==> src/common/ldm_pkg.sv <==
// ldm_pkg: shared constants for the dot-matrix lcd driver
package ldm_pkg;
   // ****************************************
   // geometry
   // ****************************************
   localparam int NUM_COM = 16;
   localparam int NUM_SEG = 40;
   localparam int NUM_COM_EIGHTH = 8;
   localparam int NIB_W = 4;
   localparam int RAM_AW = 8;
   localparam int IDX_W = 12;
   localparam int HADDR_W = 14;
   // ****************************************
   // register indices (byte address = 4 * index)
   // ****************************************
   localparam logic [11:0] LCD_DISPLAY_CONTROL_IDX = 12'hf71;
   localparam logic [11:0] LCD_CONTRAST_LEVEL_IDX = 12'hf72;
   localparam logic [11:0] LCD_SCAN_STATUS_IDX = 12'hf73;
   localparam logic [11:0] LCD_VOLTAGE_ENABLE_IDX = 12'hf7f;
   // display memory: e00..e4f and e80..ecf
   localparam logic [3:0] DISP_IDX_HI = 4'he;
   localparam logic [6:0] DISP_LAST_OFS = 7'h4f;
   // ****************************************
   // field positions
   // ****************************************
   localparam int HEAVY_LOAD_PROTECT_BIT = 0;
   localparam int DUTY_SELECT_BIT = 1;
   localparam int ALL_DOTS_LIT_BIT = 2;
   localparam int ALL_DOTS_BLANK_BIT = 3;
   localparam int DRIVE_VOLTAGE_ENABLE_BIT = 0;
   localparam int STATUS_BUSY_BIT = 4;
   // ****************************************
   // reset values
   // ****************************************
   localparam logic [3:0] DISPLAY_CONTROL_RESET = 4'h8;
   localparam logic [3:0] CONTRAST_RESET = 4'h0;
   localparam logic DRIVE_VOLTAGE_RESET = 1'b1;
   // ****************************************
   // timing: frame = low_osc_frequency / 1024
   // ****************************************
   localparam int FRAME_DIV = 1024;
   localparam int FRAME_DIV_W = 10;
   localparam int COM_TICKS_SIXTEENTH = FRAME_DIV / NUM_COM;
   localparam int COM_TICKS_EIGHTH = FRAME_DIV / NUM_COM_EIGHTH;
   // ****************************************
   // scan fetch states
   // ****************************************
   typedef enum logic [1:0] {
      SC_IDLE,
      SC_READ,
      SC_DRAIN,
      SC_APPLY
   } ldm_scan_state_type;
endpackage

==> src/hw/ldm_disp_ram.sv <==
// ldm_disp_ram: display memory, bus port and scan read port
`timescale 1ns/1ps
module ldm_disp_ram #(
   parameter int AW = 8,
   parameter int DW = 4
) (
   input wire logic i_ref_clk,
   input wire logic i_a_we,
   input wire logic [AW-1:0] i_a_waddr,
   input wire logic [DW-1:0] i_a_wdata,
   input wire logic i_a_re,
   input wire logic [AW-1:0] i_a_raddr,
   output logic [DW-1:0] o_a_rdata,
   input wire logic i_b_re,
   input wire logic [AW-1:0] i_b_raddr,
   output logic [DW-1:0] o_b_rdata
);
   // no reset: contents stay undefined until software fills them
   logic [DW-1:0] mem [0:(1<<AW)-1];

   // bus write port
   always_ff @(posedge i_ref_clk) begin
      if (i_a_we) begin
         mem[i_a_waddr] <= i_a_wdata;
      end
   end

   // registered bus read
   always_ff @(posedge i_ref_clk) begin
      if (i_a_re) begin
         o_a_rdata <= mem[i_a_raddr];
      end
   end

   // registered scan read
   always_ff @(posedge i_ref_clk) begin
      if (i_b_re) begin
         o_b_rdata <= mem[i_b_raddr];
      end
   end
endmodule

==> src/hw/ldm_lcd_driver.sv <==
// ldm_lcd_driver: dot-matrix lcd scan logic with ahb-lite registers
//
// Contract
// RQ1: drive 16 common and 40 segment lines, 640 dots in all.
// RQ2: software picks 1/16 or 1/8 multiplex duty.
// RQ3: 1/16 scans commons 0..15, 1/8 scans only commons 0..7.
// RQ4: segment data comes from display memory e00..e4f and e80..ecf.
// RQ5: a one bit lights its dot, a zero bit leaves it dark.
// RQ6: software must fill all display memory after reset.
// RQ7: duty_select one means 1/8, zero means 1/16, readable, resets 0.
// RQ8: all_dots_lit lights every dot, beats blank, resets 0.
// RQ9: all_dots_blank darkens every dot, memory untouched, resets 1.
// RQ10: readable 4-bit contrast code, 0 lightest to 15 darkest.
// RQ11: software loads contrast after reset, 7 or 8 typical.
// RQ12: drive_voltage_enable 0 grounds all drives, resets 1.
// RQ13: heavy_load_protect is bit 0 of display control, resets 0.
// RQ14: with external drive power the contrast code has no effect.
// RQ15: frame is low_osc_frequency/1024, commons stepped evenly.
//
// Local design decision: the AHB-Lite register port.
`timescale 1ns/1ps
module ldm_lcd_driver
   import ldm_pkg::*;
#(
   parameter int N_COM = NUM_COM,
   parameter int N_SEG = NUM_SEG
) (
   input wire logic i_ref_clk,
   input wire logic i_rst_n,
   // ahb-lite slave
   input wire logic i_hsel,
   input wire logic [HADDR_W-1:0] i_haddr,
   input wire logic [1:0] i_htrans,
   input wire logic i_hwrite,
   input wire logic [2:0] i_hsize,
   input wire logic [31:0] i_hwdata,
   input wire logic i_hready,
   output logic o_hreadyout,
   output logic o_hresp,
   output logic [31:0] o_hrdata,
   // timing and power straps
   input wire logic i_low_osc,
   input wire logic i_ext_lcd_power,
   // panel side
   output logic [N_COM-1:0] o_common_lines,
   output logic [N_SEG-1:0] o_segment_lines,
   output logic [3:0] o_contrast_code,
   output logic o_voltage_circuit_on,
   output logic o_heavy_load_protect
);
   // ****************************************
   // elaboration checks
   // ****************************************
   if (N_COM != NUM_COM || N_SEG != NUM_SEG) begin : g_chk
      $error("ldm_lcd_driver: only 16 commons and 40 segments served");
   end

   // ****************************************
   // declarations
   // ****************************************
   logic accept;
   logic dph_valid_q;
   logic dph_write_q;
   logic [IDX_W-1:0] dph_idx_q;
   logic rd_done_q;
   logic rd_issue;
   logic wr_commit;
   logic dph_is_disp;
   logic [RAM_AW-1:0] dph_ram_addr;
   logic sel_mem_q;
   logic [31:0] reg_rdata_q;
   logic [31:0] rd_mux;
   logic [3:0] ctrl_q;
   logic [3:0] contrast_q;
   logic dve_q;
   logic [NIB_W-1:0] a_rdata;
   logic [NIB_W-1:0] b_rdata;
   logic step;
   logic [3:0] tmr_com_idx;
   logic start_q;
   ldm_scan_state_type state_q;
   logic [3:0] fetch_com_q;
   logic [5:0] seg_cnt_q;
   logic rd_valid_q;
   logic [5:0] rd_seg_q;
   logic [N_SEG-1:0] shadow_q;
   logic [N_SEG-1:0] disp_q;
   logic [3:0] applied_com_q;
   logic b_re;
   logic [RAM_AW-1:0] b_raddr;
   logic duty_eighth;
   logic dots_lit;
   logic dots_blank;
   logic [N_SEG-1:0] seg_d;
   logic [N_COM-1:0] com_d;

   assign duty_eighth = ctrl_q[DUTY_SELECT_BIT];
   assign dots_lit = ctrl_q[ALL_DOTS_LIT_BIT];
   assign dots_blank = ctrl_q[ALL_DOTS_BLANK_BIT];

   // ****************************************
   // ahb-lite address and data phase
   // ****************************************
   // a transfer is taken only with htrans nonseq or seq
   assign accept = i_hsel & i_hready & i_htrans[1];

   // address phase capture; hsize ignored, whole words only
   always_ff @(posedge i_ref_clk or negedge i_rst_n) begin
      if (!i_rst_n) begin
         dph_valid_q <= 1'b0;
         dph_write_q <= 1'b0;
         dph_idx_q <= '0;
      end else if (i_hready) begin
         dph_valid_q <= accept;
         dph_write_q <= i_hwrite;
         dph_idx_q <= i_haddr[HADDR_W-1:2];
      end
   end

   // reads take one wait state so a write just before is seen
   assign rd_issue = dph_valid_q & ~dph_write_q & ~rd_done_q;
   assign wr_commit = dph_valid_q & dph_write_q;
   assign o_hreadyout = ~rd_issue;
   assign o_hresp = 1'b0;

   // wait-state tracker
   always_ff @(posedge i_ref_clk or negedge i_rst_n) begin
      if (!i_rst_n) begin
         rd_done_q <= 1'b0;
      end else begin
         rd_done_q <= rd_issue;
      end
   end

   // display memory decode: bank from index bit 7 [RQ4]
   assign dph_is_disp = (dph_idx_q[11:8] == DISP_IDX_HI) &&
                        (dph_idx_q[6:0] <= DISP_LAST_OFS);
   assign dph_ram_addr = {dph_idx_q[7], dph_idx_q[6:0]};

   // ****************************************
   // control registers
   // ****************************************
   // display control: duty, lit, blank, heavy load [RQ7] [RQ8] [RQ9]
   always_ff @(posedge i_ref_clk or negedge i_rst_n) begin
      if (!i_rst_n) begin
         ctrl_q <= DISPLAY_CONTROL_RESET; // [RQ13]
      end else if (wr_commit &&
                   dph_idx_q == LCD_DISPLAY_CONTROL_IDX) begin
         ctrl_q <= i_hwdata[3:0];
      end
   end

   // contrast code; left to software after reset [RQ10] [RQ11]
   always_ff @(posedge i_ref_clk or negedge i_rst_n) begin
      if (!i_rst_n) begin
         contrast_q <= CONTRAST_RESET;
      end else if (wr_commit &&
                   dph_idx_q == LCD_CONTRAST_LEVEL_IDX) begin
         contrast_q <= i_hwdata[3:0];
      end
   end

   // drive voltage enable, bits 3..1 read as zero [RQ12]
   always_ff @(posedge i_ref_clk or negedge i_rst_n) begin
      if (!i_rst_n) begin
         dve_q <= DRIVE_VOLTAGE_RESET;
      end else if (wr_commit &&
                   dph_idx_q == LCD_VOLTAGE_ENABLE_IDX) begin
         dve_q <= i_hwdata[DRIVE_VOLTAGE_ENABLE_BIT];
      end
   end

   // ****************************************
   // read data
   // ****************************************
   // register read mux; unmapped reads give zero
   always_comb begin
      rd_mux = '0;
      case (dph_idx_q)
         LCD_DISPLAY_CONTROL_IDX: begin
            rd_mux[3:0] = ctrl_q; // [RQ7]
         end
         LCD_CONTRAST_LEVEL_IDX: begin
            rd_mux[3:0] = contrast_q; // [RQ10]
         end
         LCD_VOLTAGE_ENABLE_IDX: begin
            rd_mux[DRIVE_VOLTAGE_ENABLE_BIT] = dve_q;
         end
         LCD_SCAN_STATUS_IDX: begin
            rd_mux[3:0] = applied_com_q;
            rd_mux[STATUS_BUSY_BIT] = (state_q != SC_IDLE);
         end
         default: begin
            rd_mux = '0;
         end
      endcase
   end

   // read data held until the next read
   always_ff @(posedge i_ref_clk or negedge i_rst_n) begin
      if (!i_rst_n) begin
         reg_rdata_q <= '0;
         sel_mem_q <= 1'b0;
      end else if (rd_issue) begin
         reg_rdata_q <= rd_mux;
         sel_mem_q <= dph_is_disp;
      end
   end

   // memory data comes straight from the ram output register
   assign o_hrdata = sel_mem_q ? {28'h0000000, a_rdata} : reg_rdata_q;

   // ****************************************
   // display memory
   // ****************************************
   // not cleared at reset; software must fill it [RQ6]
   ldm_disp_ram #(
      .AW(RAM_AW),
      .DW(NIB_W)
   ) u_ram (
      .i_ref_clk(i_ref_clk),
      .i_a_we(wr_commit & dph_is_disp),
      .i_a_waddr(dph_ram_addr),
      .i_a_wdata(i_hwdata[NIB_W-1:0]),
      .i_a_re(rd_issue & dph_is_disp),
      .i_a_raddr(dph_ram_addr),
      .o_a_rdata(a_rdata),
      .i_b_re(b_re),
      .i_b_raddr(b_raddr),
      .o_b_rdata(b_rdata)
   );

   // ****************************************
   // frame timing
   // ****************************************
   ldm_scan_timer #(
      .DIV_W(FRAME_DIV_W)
   ) u_tmr (
      .i_ref_clk(i_ref_clk),
      .i_rst_n(i_rst_n),
      .i_low_osc(i_low_osc),
      .i_duty_eighth(duty_eighth),
      .o_step(step),
      .o_com_idx(tmr_com_idx)
   );

   // fetch starts one cycle after a step, once after reset too
   always_ff @(posedge i_ref_clk or negedge i_rst_n) begin
      if (!i_rst_n) begin
         start_q <= 1'b1;
      end else begin
         start_q <= step;
      end
   end

   // ****************************************
   // segment fetch for the new common
   // ****************************************
   // nibble at {bank, seg, half} holds four commons of one segment
   assign b_re = (state_q == SC_READ);
   assign b_raddr = {fetch_com_q[3], seg_cnt_q, fetch_com_q[2]}; // [RQ4]

   // fetch sequencer: 40 reads, drain, then apply
   always_ff @(posedge i_ref_clk or negedge i_rst_n) begin
      if (!i_rst_n) begin
         state_q <= SC_IDLE;
         fetch_com_q <= '0;
         seg_cnt_q <= '0;
      end else begin
         case (state_q)
            SC_IDLE: begin
               if (start_q) begin
                  fetch_com_q <= tmr_com_idx;
                  seg_cnt_q <= '0;
                  state_q <= SC_READ;
               end
            end
            SC_READ: begin
               if (seg_cnt_q == 6'(N_SEG - 1)) begin
                  state_q <= SC_DRAIN;
               end else begin
                  seg_cnt_q <= seg_cnt_q + 1'b1;
               end
            end
            SC_DRAIN: begin
               state_q <= SC_APPLY;
            end
            SC_APPLY: begin
               state_q <= SC_IDLE;
            end
            default: begin
               state_q <= SC_IDLE;
            end
         endcase
      end
   end

   // tag ram output with the segment it belongs to
   always_ff @(posedge i_ref_clk or negedge i_rst_n) begin
      if (!i_rst_n) begin
         rd_valid_q <= 1'b0;
         rd_seg_q <= '0;
      end else begin
         rd_valid_q <= b_re;
         rd_seg_q <= seg_cnt_q;
      end
   end

   // gather one bit per segment into the shadow row
   always_ff @(posedge i_ref_clk or negedge i_rst_n) begin
      if (!i_rst_n) begin
         shadow_q <= '0;
      end else if (rd_valid_q) begin
         shadow_q[rd_seg_q] <= b_rdata[fetch_com_q[1:0]];
      end
   end

   // swap the whole row at once so no segment tears mid-step
   always_ff @(posedge i_ref_clk or negedge i_rst_n) begin
      if (!i_rst_n) begin
         disp_q <= '0;
         applied_com_q <= '0;
      end else if (state_q == SC_APPLY) begin
         disp_q <= shadow_q;
         applied_com_q <= fetch_com_q;
      end
   end

   // ****************************************
   // drive outputs
   // ****************************************
   // per-segment drive: off, lit, blank, then memory data
   for (genvar s = 0; s < N_SEG; s++) begin : g_seg
      always_comb begin
         if (!dve_q) begin
            seg_d[s] = 1'b0; // [RQ12]
         end else if (dots_lit) begin
            seg_d[s] = 1'b1; // [RQ8]
         end else if (dots_blank) begin
            seg_d[s] = 1'b0; // [RQ9]
         end else begin
            seg_d[s] = disp_q[s]; // [RQ5]
         end
      end
   end

   // one common active; upper eight idle at 1/8 duty
   for (genvar c = 0; c < N_COM; c++) begin : g_com
      always_comb begin
         com_d[c] = dve_q && (applied_com_q == 4'(c)) && // [RQ1]
                    (c < NUM_COM_EIGHTH || !duty_eighth); // [RQ3] [RQ2]
      end
   end

   // panel drive registers
   always_ff @(posedge i_ref_clk or negedge i_rst_n) begin
      if (!i_rst_n) begin
         o_segment_lines <= '0;
         o_common_lines <= '0;
      end else begin
         o_segment_lines <= seg_d;
         o_common_lines <= com_d;
      end
   end

   // analog controls; external supply ignores contrast [RQ14]
   always_ff @(posedge i_ref_clk or negedge i_rst_n) begin
      if (!i_rst_n) begin
         o_contrast_code <= CONTRAST_RESET;
         o_voltage_circuit_on <= 1'b0;
         o_heavy_load_protect <= 1'b0;
      end else begin
         o_contrast_code <= i_ext_lcd_power ? 4'h0 : contrast_q;
         o_voltage_circuit_on <= dve_q & ~i_ext_lcd_power; // [RQ12]
         o_heavy_load_protect <= ctrl_q[HEAVY_LOAD_PROTECT_BIT]; // [RQ13]
      end
   end
endmodule

==> src/hw/ldm_scan_timer.sv <==
// ldm_scan_timer: frame divider and common-line stepping
`timescale 1ns/1ps
module ldm_scan_timer
   import ldm_pkg::*;
#(
   parameter int DIV_W = FRAME_DIV_W
) (
   input wire logic i_ref_clk,
   input wire logic i_rst_n,
   input wire logic i_low_osc,
   input wire logic i_duty_eighth,
   output logic o_step,
   output logic [3:0] o_com_idx
);
   logic osc_q;
   logic [DIV_W-1:0] cnt_q;
   logic tick;

   if (DIV_W != FRAME_DIV_W) begin : g_chk
      $error("ldm_scan_timer: divider width must match frame divide");
   end

   // rising edge of the low-frequency oscillator
   always_ff @(posedge i_ref_clk or negedge i_rst_n) begin
      if (!i_rst_n) begin
         osc_q <= 1'b0;
      end else begin
         osc_q <= i_low_osc;
      end
   end
   assign tick = i_low_osc & ~osc_q;

   // one wrap of the counter is one frame under either duty [RQ15]
   always_ff @(posedge i_ref_clk or negedge i_rst_n) begin
      if (!i_rst_n) begin
         cnt_q <= '0;
      end else if (tick) begin
         cnt_q <= cnt_q + 1'b1;
      end
   end

   // equal slices per common: 64 ticks at 1/16, 128 at 1/8 [RQ15]
   assign o_step = tick & (i_duty_eighth ? (&cnt_q[6:0]) : (&cnt_q[5:0]));
   assign o_com_idx = i_duty_eighth ? {1'b0, cnt_q[9:7]} : cnt_q[9:6];
endmodule

==> config.mk <==
export PLATFORM = sky130hd
export DESIGN_NAME = ldm_lcd_driver
export DESIGN_NICKNAME = d
export VERILOG_FILES = /design/src/common/ldm_pkg.sv /design/src/hw/ldm_disp_ram.sv /design/src/hw/ldm_lcd_driver.sv /design/src/hw/ldm_scan_timer.sv
export SDC_FILE = /design/constraint.sdc
export NUM_CORES = 2
export LEC_CHECK = 0
export BUFFER_PORTS_ARGS = -buffer_cell sky130_fd_sc_hd__buf_2
export CAP_MARGIN = 20
export CORE_MARGIN = 2
export CORE_UTILIZATION = 63
export DETAILED_ROUTE_END_ITERATION = 16
export PLACE_DENSITY = 0.8
export SETUP_SLACK_MARGIN = 0.4
export SYNTH_ARGS = -nofsm -noshare
export SYNTH_HDL_FRONTEND = slang
export SYNTH_SLANG_ARGS = --single-unit
export TNS_END_PERCENT = 30
==> constraint.sdc <==
create_clock -name i_ref_clk -period 2.9 [get_ports i_ref_clk]
set_input_delay 0.58 -clock i_ref_clk [delete_from_list [all_inputs] [get_ports i_ref_clk]]
set_output_delay 0.58 -clock i_ref_clk [all_outputs]
set_load 0.005 [all_outputs]
== Word-level counts from Yosys, hierarchy flattened ==
Memories as Yosys holds them, arrays and structs flattened. A register that Yosys moved wholly into a read port is not among the register bits.
Index checks and enable logic that the tools add are counted.

* Memories: 1
* Bits in writable memories: 1024
* Word-level logic and storage cells: 253
* Register bits after elaboration: 207

{| class="wikitable"
|+ Memory list
! name !! words !! width !! read ports !! clocked after memory_dff !! write ports !! RTL line !! RTL
|-
| u_ram.mem || 256 || 4 || 2 || 2 || 1 || ldm_disp_ram.sv:19 || <nowiki>logic [DW-1:0] mem [0:(1<<AW)-1];</nowiki>
|}

* Order comparisons: 4
* Reduce and logical (&&, ||, !) cells: 39
* Multiplexer cells: 140
* Equality and inequality tests: 27
* Bitwise gates (word level): 15
* $add $sub $neg: 2

{| class="wikitable"
|+ Operators by type and width
! kind !! count
|-
| $mux 1 || 126
|-
| $eq 12x12->1 const B || 4
|-
| $bwmux 40 || 1
|-
| $eq 4x4->1 const B || 9
|-
| $logic_and 1x1->1 || 29
|-
| $eq 4x3->1 const B || 4
|-
| $mux 6 || 2
|-
| $pmux 6 s2 || 1
|-
| $add 10x1->10 const B || 1
|-
| $and 1x1->1 || 10
|-
| $pmux 3 s3 || 1
|-
| $eq 4x2->1 const B || 2
|-
| $mux 4 || 2
|-
| $pmux 2 s4 || 1
|-
| $le 7x7->1 const B || 1
|-
| $lt 6x7->1 const B || 1
|-
| $reduce_and 7->1 || 1
|-
| $add 6x1->6 const B || 1
|-
| $demux 1 s6 || 1
|-
| $eq 6x6->1 const B || 1
|-
| $ge 6x1->1 const B || 1
|-
| $reduce_and 6->1 || 1
|-
| $mux 5 || 1
|-
| $not 1->1 || 5
|-
| other kinds (15) || 20
|}

== Logic depth before layout (Yosys ltp) ==
* Word-level depth: 5
* Depth in mapped cells: 11
* Mapped depth without buffers: 8

== By module ==
Synthesis repeated with hierarchy kept, for this count alone.

* Cells, all modules: 3425
* Area total of the unflattened synthesis: 58129.5 um^2

{| class="wikitable"
|+ Modules (own cells, without submodules)
! module !! times used !! cells each !! area an instance (um^2)
|-
| ldm_disp_ram || 1 || 2733 || 49353.6
|-
| ldm_lcd_driver || 1 || 650 || 8244.2
|-
| ldm_scan_timer || 1 || 42 || 531.8
|}

== Least setup slack after synthesis ==
OpenSTA, ideal clock, no wires.

* Kind: flip-flop to flip-flop
* Start: register dph_idx_q[1]
* End: register u_ram.o_a_rdata[1], read port of u_ram.mem, data pin
* Stages on the path, launching flop included: 9
* Setup slack: 0.305 ns
* Required time: 2.637 ns
* Setup time: 0.263 ns
* Data arrival time: 2.331 ns
* Cells stage by stage: dfrtp_1 -> buf_2 -> buf_2 -> buf_1 -> mux4_2 -> nor3b_1 -> nor4b_1 -> nand4_1 -> a2111o_1

* Longest elaborated chain between the ends: 3

{| class="wikitable"
|+ RTL lines
! element !! RTL line !! RTL
|-
| start, declared || ldm_lcd_driver.sv:64 || <nowiki>logic [IDX_W-1:0] dph_idx_q;</nowiki>
|-
| start signal, assigned || ldm_lcd_driver.sv:116 || <nowiki>dph_idx_q <= i_haddr[HADDR_W-1:2];</nowiki>
|-
| $le 7x7->1 || ldm_lcd_driver.sv:137 || <nowiki>(dph_idx_q[6:0] <= DISP_LAST_OFS);</nowiki>
|-
| $logic_and 1x1->1 || ldm_lcd_driver.sv:136 || <nowiki>assign dph_is_disp = (dph_idx_q[11:8] == DISP_IDX_HI) &&</nowiki>
|-
| $and 1x1->1 || ldm_lcd_driver.sv:225 || <nowiki>.i_a_re(rd_issue & dph_is_disp),</nowiki>
|-
| end, declared || ldm_disp_ram.sv:13 || <nowiki>output logic [DW-1:0] o_a_rdata,</nowiki>
|}

Several ways; a longest one is shown, not always the timed one.
A chain may end at the register's enable or synchronous reset.

== Final worst setup path ==
* Start: register dph_idx_q[0]
* End: register u_ram.o_a_rdata[2], read port of u_ram.mem, data pin

Same word-level chain as after synthesis.

==> flow_summary.json <==
{
  "slew_headroom_pct": 35.5,
  "synth-edff-count": 1032,
  "grt_max_degree": 101,
  "cp_data_required_time_ns": 3.36,
  "detail_route.wl_per_cell_um": 32.2,
  "violations": "setup timing",
  "clock-sinks": 1239,
  "regToRegSetupSlack_ns": -0.18,
  "wirelength_um": 179000,
  "rows": 110,
  "gp_congestion": 1.02,
  "nets": 4354,
  "comb_power_share_pct": 20.9,
  "num_vias": 38800,
  "swShare_pct": 27.7,
  "netlist_area_um2": 57400,
  "avgSynthCellArea_um2": 17.2,
  "finalMaxSlewViolations": 0,
  "grt_pass1_vias": 38500,
  "dpl.hpwl_um": 117000,
  "start_kind": "flop",
  "die_width_um": 306,
  "synthArstFlopShare_pct": 16.7,
  "rsz0062_at_grt": "true",
  "die_h_um": 306,
  "cp_max_fo": 8,
  "setup-violations-final": 7,
  "whs_path_depth": 2,
  "worstHoldPathType": "in2reg",
  "portBuffers": 91,
  "max_cap_viol_count": 0,
  "finalPower_w": 0.0469,
  "clock_latency_ns": 0.75,
  "status": "finished with violations",
  "crit_type": "reg2reg",
  "tightest_slew_ns": 0.967,
  "powerDensity_nw_per_um2": 662,
  "fin_skew_ns": 0.0293,
  "htree_num_levels": 4,
  "track_usage_pct": 38.0,
  "fmax_mhz": 325,
  "vdd_ir_drop_max_uv": 568,
  "antenna_found_initial": 6,
  "switchingPower_w": 0.0130,
  "period_needed_ns": 3.08,
  "ys_seq_area_share_pct": 63.0,
  "vias_per_cell": 6.95,
  "start_util_pct": 63.7,
  "leakage_nw": 25.5,
  "ys_top_cells_by_area": "edfxtp_1 (54%), mux4_2 (17%), dfrtp_1 (8.9%)",
  "critPathLaunch": "dph_idx_q[0]",
  "drt_iter0_drc": 6317,
  "path_clk_slew_ns": 0.07,
  "syn_to_final_growth_pct": 23.5,
  "synth-seq-cells": 1239,
  "multiInputGateArea_um2": 22300,
  "synth_top_area_share_pct": 54.0,
  "n_fill_cell": 4539,
  "grt-ovfl-total": 0,
  "p_seq_share_pct": 43.5,
  "grt_pass1_wl_um": 255000,
  "arrival_ns": 3.54,
  "first_pass_iters": 6,
  "dieArea_um2": 93500,
  "drcViolationCount": 0,
  "r2r_start": "dph_idx_q[0]",
  "crit_path_end_kind": "flop",
  "ctsRootBufferMaster": "clkbuf_16",
  "antenna_left": 0,
  "layout-drive-gt1-share_pct": 38.7,
  "cts_tree": "done",
  "synth_cells": 3336,
  "ys.flop_type": "edfxtp_1",
  "reg2reg_depth": 10,
  "endpoint": "u_ram.o_a_rdata[2]",
  "yosys_warnings": 0,
  "r2r-end": "u_ram.o_a_rdata[2]",
  "whs_ns": 0.0647,
  "clockBufferDepth": 3,
  "synth_top_area_cell": "edfxtp_1",
  "cts_buffers": 130,
  "min_period_over_period_pct": 106,
  "core_area_um2": 90100,
  "setup_slack_ns": -0.177,
  "clock_power_share_pct": 35.5,
  "top_level_ports": 154,
  "synth_cell_types": 75,
  "intPower_w": 0.0339,
  "finalHoldViolCount": 0,
  "register_area_um2": 36200
}
final cells by class:
class / count / area share [%]
Antenna cell: 5 / 0.0177
Clock inverter: 65 / 0.937
Sequential cell: 1239 / 51.1
Inverter: 19 / 0.109
Multi-Input combinational cell: 2210 / 31.5
Tap cell: 1176 / 2.08
Timing Repair Buffer: 690 / 9.22
Clock buffer: 170 / 5.05
cell families after synthesis:
group                      Yosys count  share of synthesized area, %
AOI/OAI and AO/OA                  403                          5.20
xor gates and xnor gates            12                         0.183
adders and majority gates            6                         0.131
buffers and inverters              298                          2.78
DFF                               1239                          63.0
muxes                              777                          23.5
other                                1                       0.00653
and+or+nand+nor                    600                          5.18
worst min-delay path by stage:
stage | slack, ns | end | start
CTS | 0.04 | o_contrast_code[3] | i_ext_lcd_power
finish | 0.06 | o_contrast_code[3] | i_ext_lcd_power
global route | 0.06 | dph_idx_q[6] | i_haddr[8]
detailed placement | 0.42 | o_heavy_load_protect | ctrl_q[0]
global placement | 0.41 | o_heavy_load_protect | ctrl_q[0]
floorplan | 0.28 | applied_com_q[0] | i_rst_n
metal layers:
metal / track usage (%) / vias to the layer above / part of all wire [%]
li1: - / 15200 / -
met4: 22.8 / 10 / 7.3
met1: 48.6 / 19300 / 32
met3: 12.5 / 819 / 14
met5: 0 / - / 0.034
met2: 57.5 / 3377 / 46
flip-flops by register name (all words and copies together), names as in the netlist, 4 cells and up:
| name | count |
|---|---|
| u_ram.o_b_rdata | 4 |
| dph_idx_q | 12 |
| o_segment_lines | 40 |
| contrast_q | 4 |
| disp_q | 40 |
| o_common_lines | 16 |
| fetch_com_q | 4 |
| shadow_q | 40 |
| seg_cnt_q | 6 |
| u_ram.o_a_rdata | 4 |
| reg_rdata_q | 5 |
| applied_com_q | 4 |
| u_tmr.cnt_q | 10 |
| o_contrast_code | 4 |
| ctrl_q | 4 |
| u_ram.mem | 1024 |
| rd_seg_q | 6 |
synth_stat cells, types with 39 or more instances:
library cell  number
mux4_2           442
mux2i_1          205
nor2b_1           87
buf_2             69
dfrtp_1          204
a21oi_1           42
a22oi_1           61
o21ai_0           39
mux2_2           129
nor2_1           233
nand3_1           46
edfxtp_1        1032
nand2_1           90
buf_4             60
clkbuf_1         104
o21a_1            42
power groups by stage:
stage | combinational, W | sequential (W) | clock, W
global route | 0.00999 | 0.0205 | 0.0174
floorplan | 0.00483 | 0.0206 | 0
detailed placement | 0.00863 | 0.0208 | 0
finish | 0.00982 | 0.0204 | 0.0167
global placement | 0.00847 | 0.0207 | 0
CTS | 0.00912 | 0.0204 | 0.0167
critical path: stages, from the launching register on:
cell,delay [ns]
dfrtp_4,0.44
buf_12,0.16
buf_16,0.18
buf_16,0.17
buf_4,0.13
mux4_2,0.49
mux4_2,0.57
a22oi_2,0.24
nand3_1,0.11
nand3_1,0.11
nand4_1,0.17
per-stage QoR:
| stage | util (%) | cells | setup WS, ns | setup TNS [ns] | area [um2] |
|---|---|---|---|---|---|
| 2_1_floorplan | - | 3747 | 0.399 | 0 | 58900 |
| 3_3_place_gp | 71.2 | 5259 | -0.291 | -1.26 | 64200 |
| 3_5_place_dp | 71.2 | 5259 | -0.327 | -1.41 | 64200 |
| 4_1_cts | 77.5 | 5529 | -0.0362 | -0.0991 | 69800 |
| 5_1_grt | 78.6 | 5569 | -0.196 | -0.949 | 70900 |
| 6_report | 78.6 | 5574 | -0.177 | -0.639 | 70900 |
repair_timing:
action / in CTS / in global routing
pin swaps: 30 / 34
resized for setup: 240 / 157
hold buffers: 2 / 0
setup buffers: 27 / 37
gates cloned: 6 / 3
endpoints found under the hold margin: 65 / 0
endpoints found under the setup margin: 494 / 485
cells in the final DEF (no fill, tap or decap), drive strengths merged, types with 44 or more instances in the layout:
master  netlist  final
a22oi        61     61
buf         175    682
clkbuf      104    174
clkinv        1     44
conb          1    412
dfrtp       204    204
edfxtp     1032   1032
mux2        129    129
mux2i       205    205
mux4        443    443
nand2        91     91
nand3        46     46
nor2        233    233
nor2b        87     87
(Power assumes the default switching activity.)
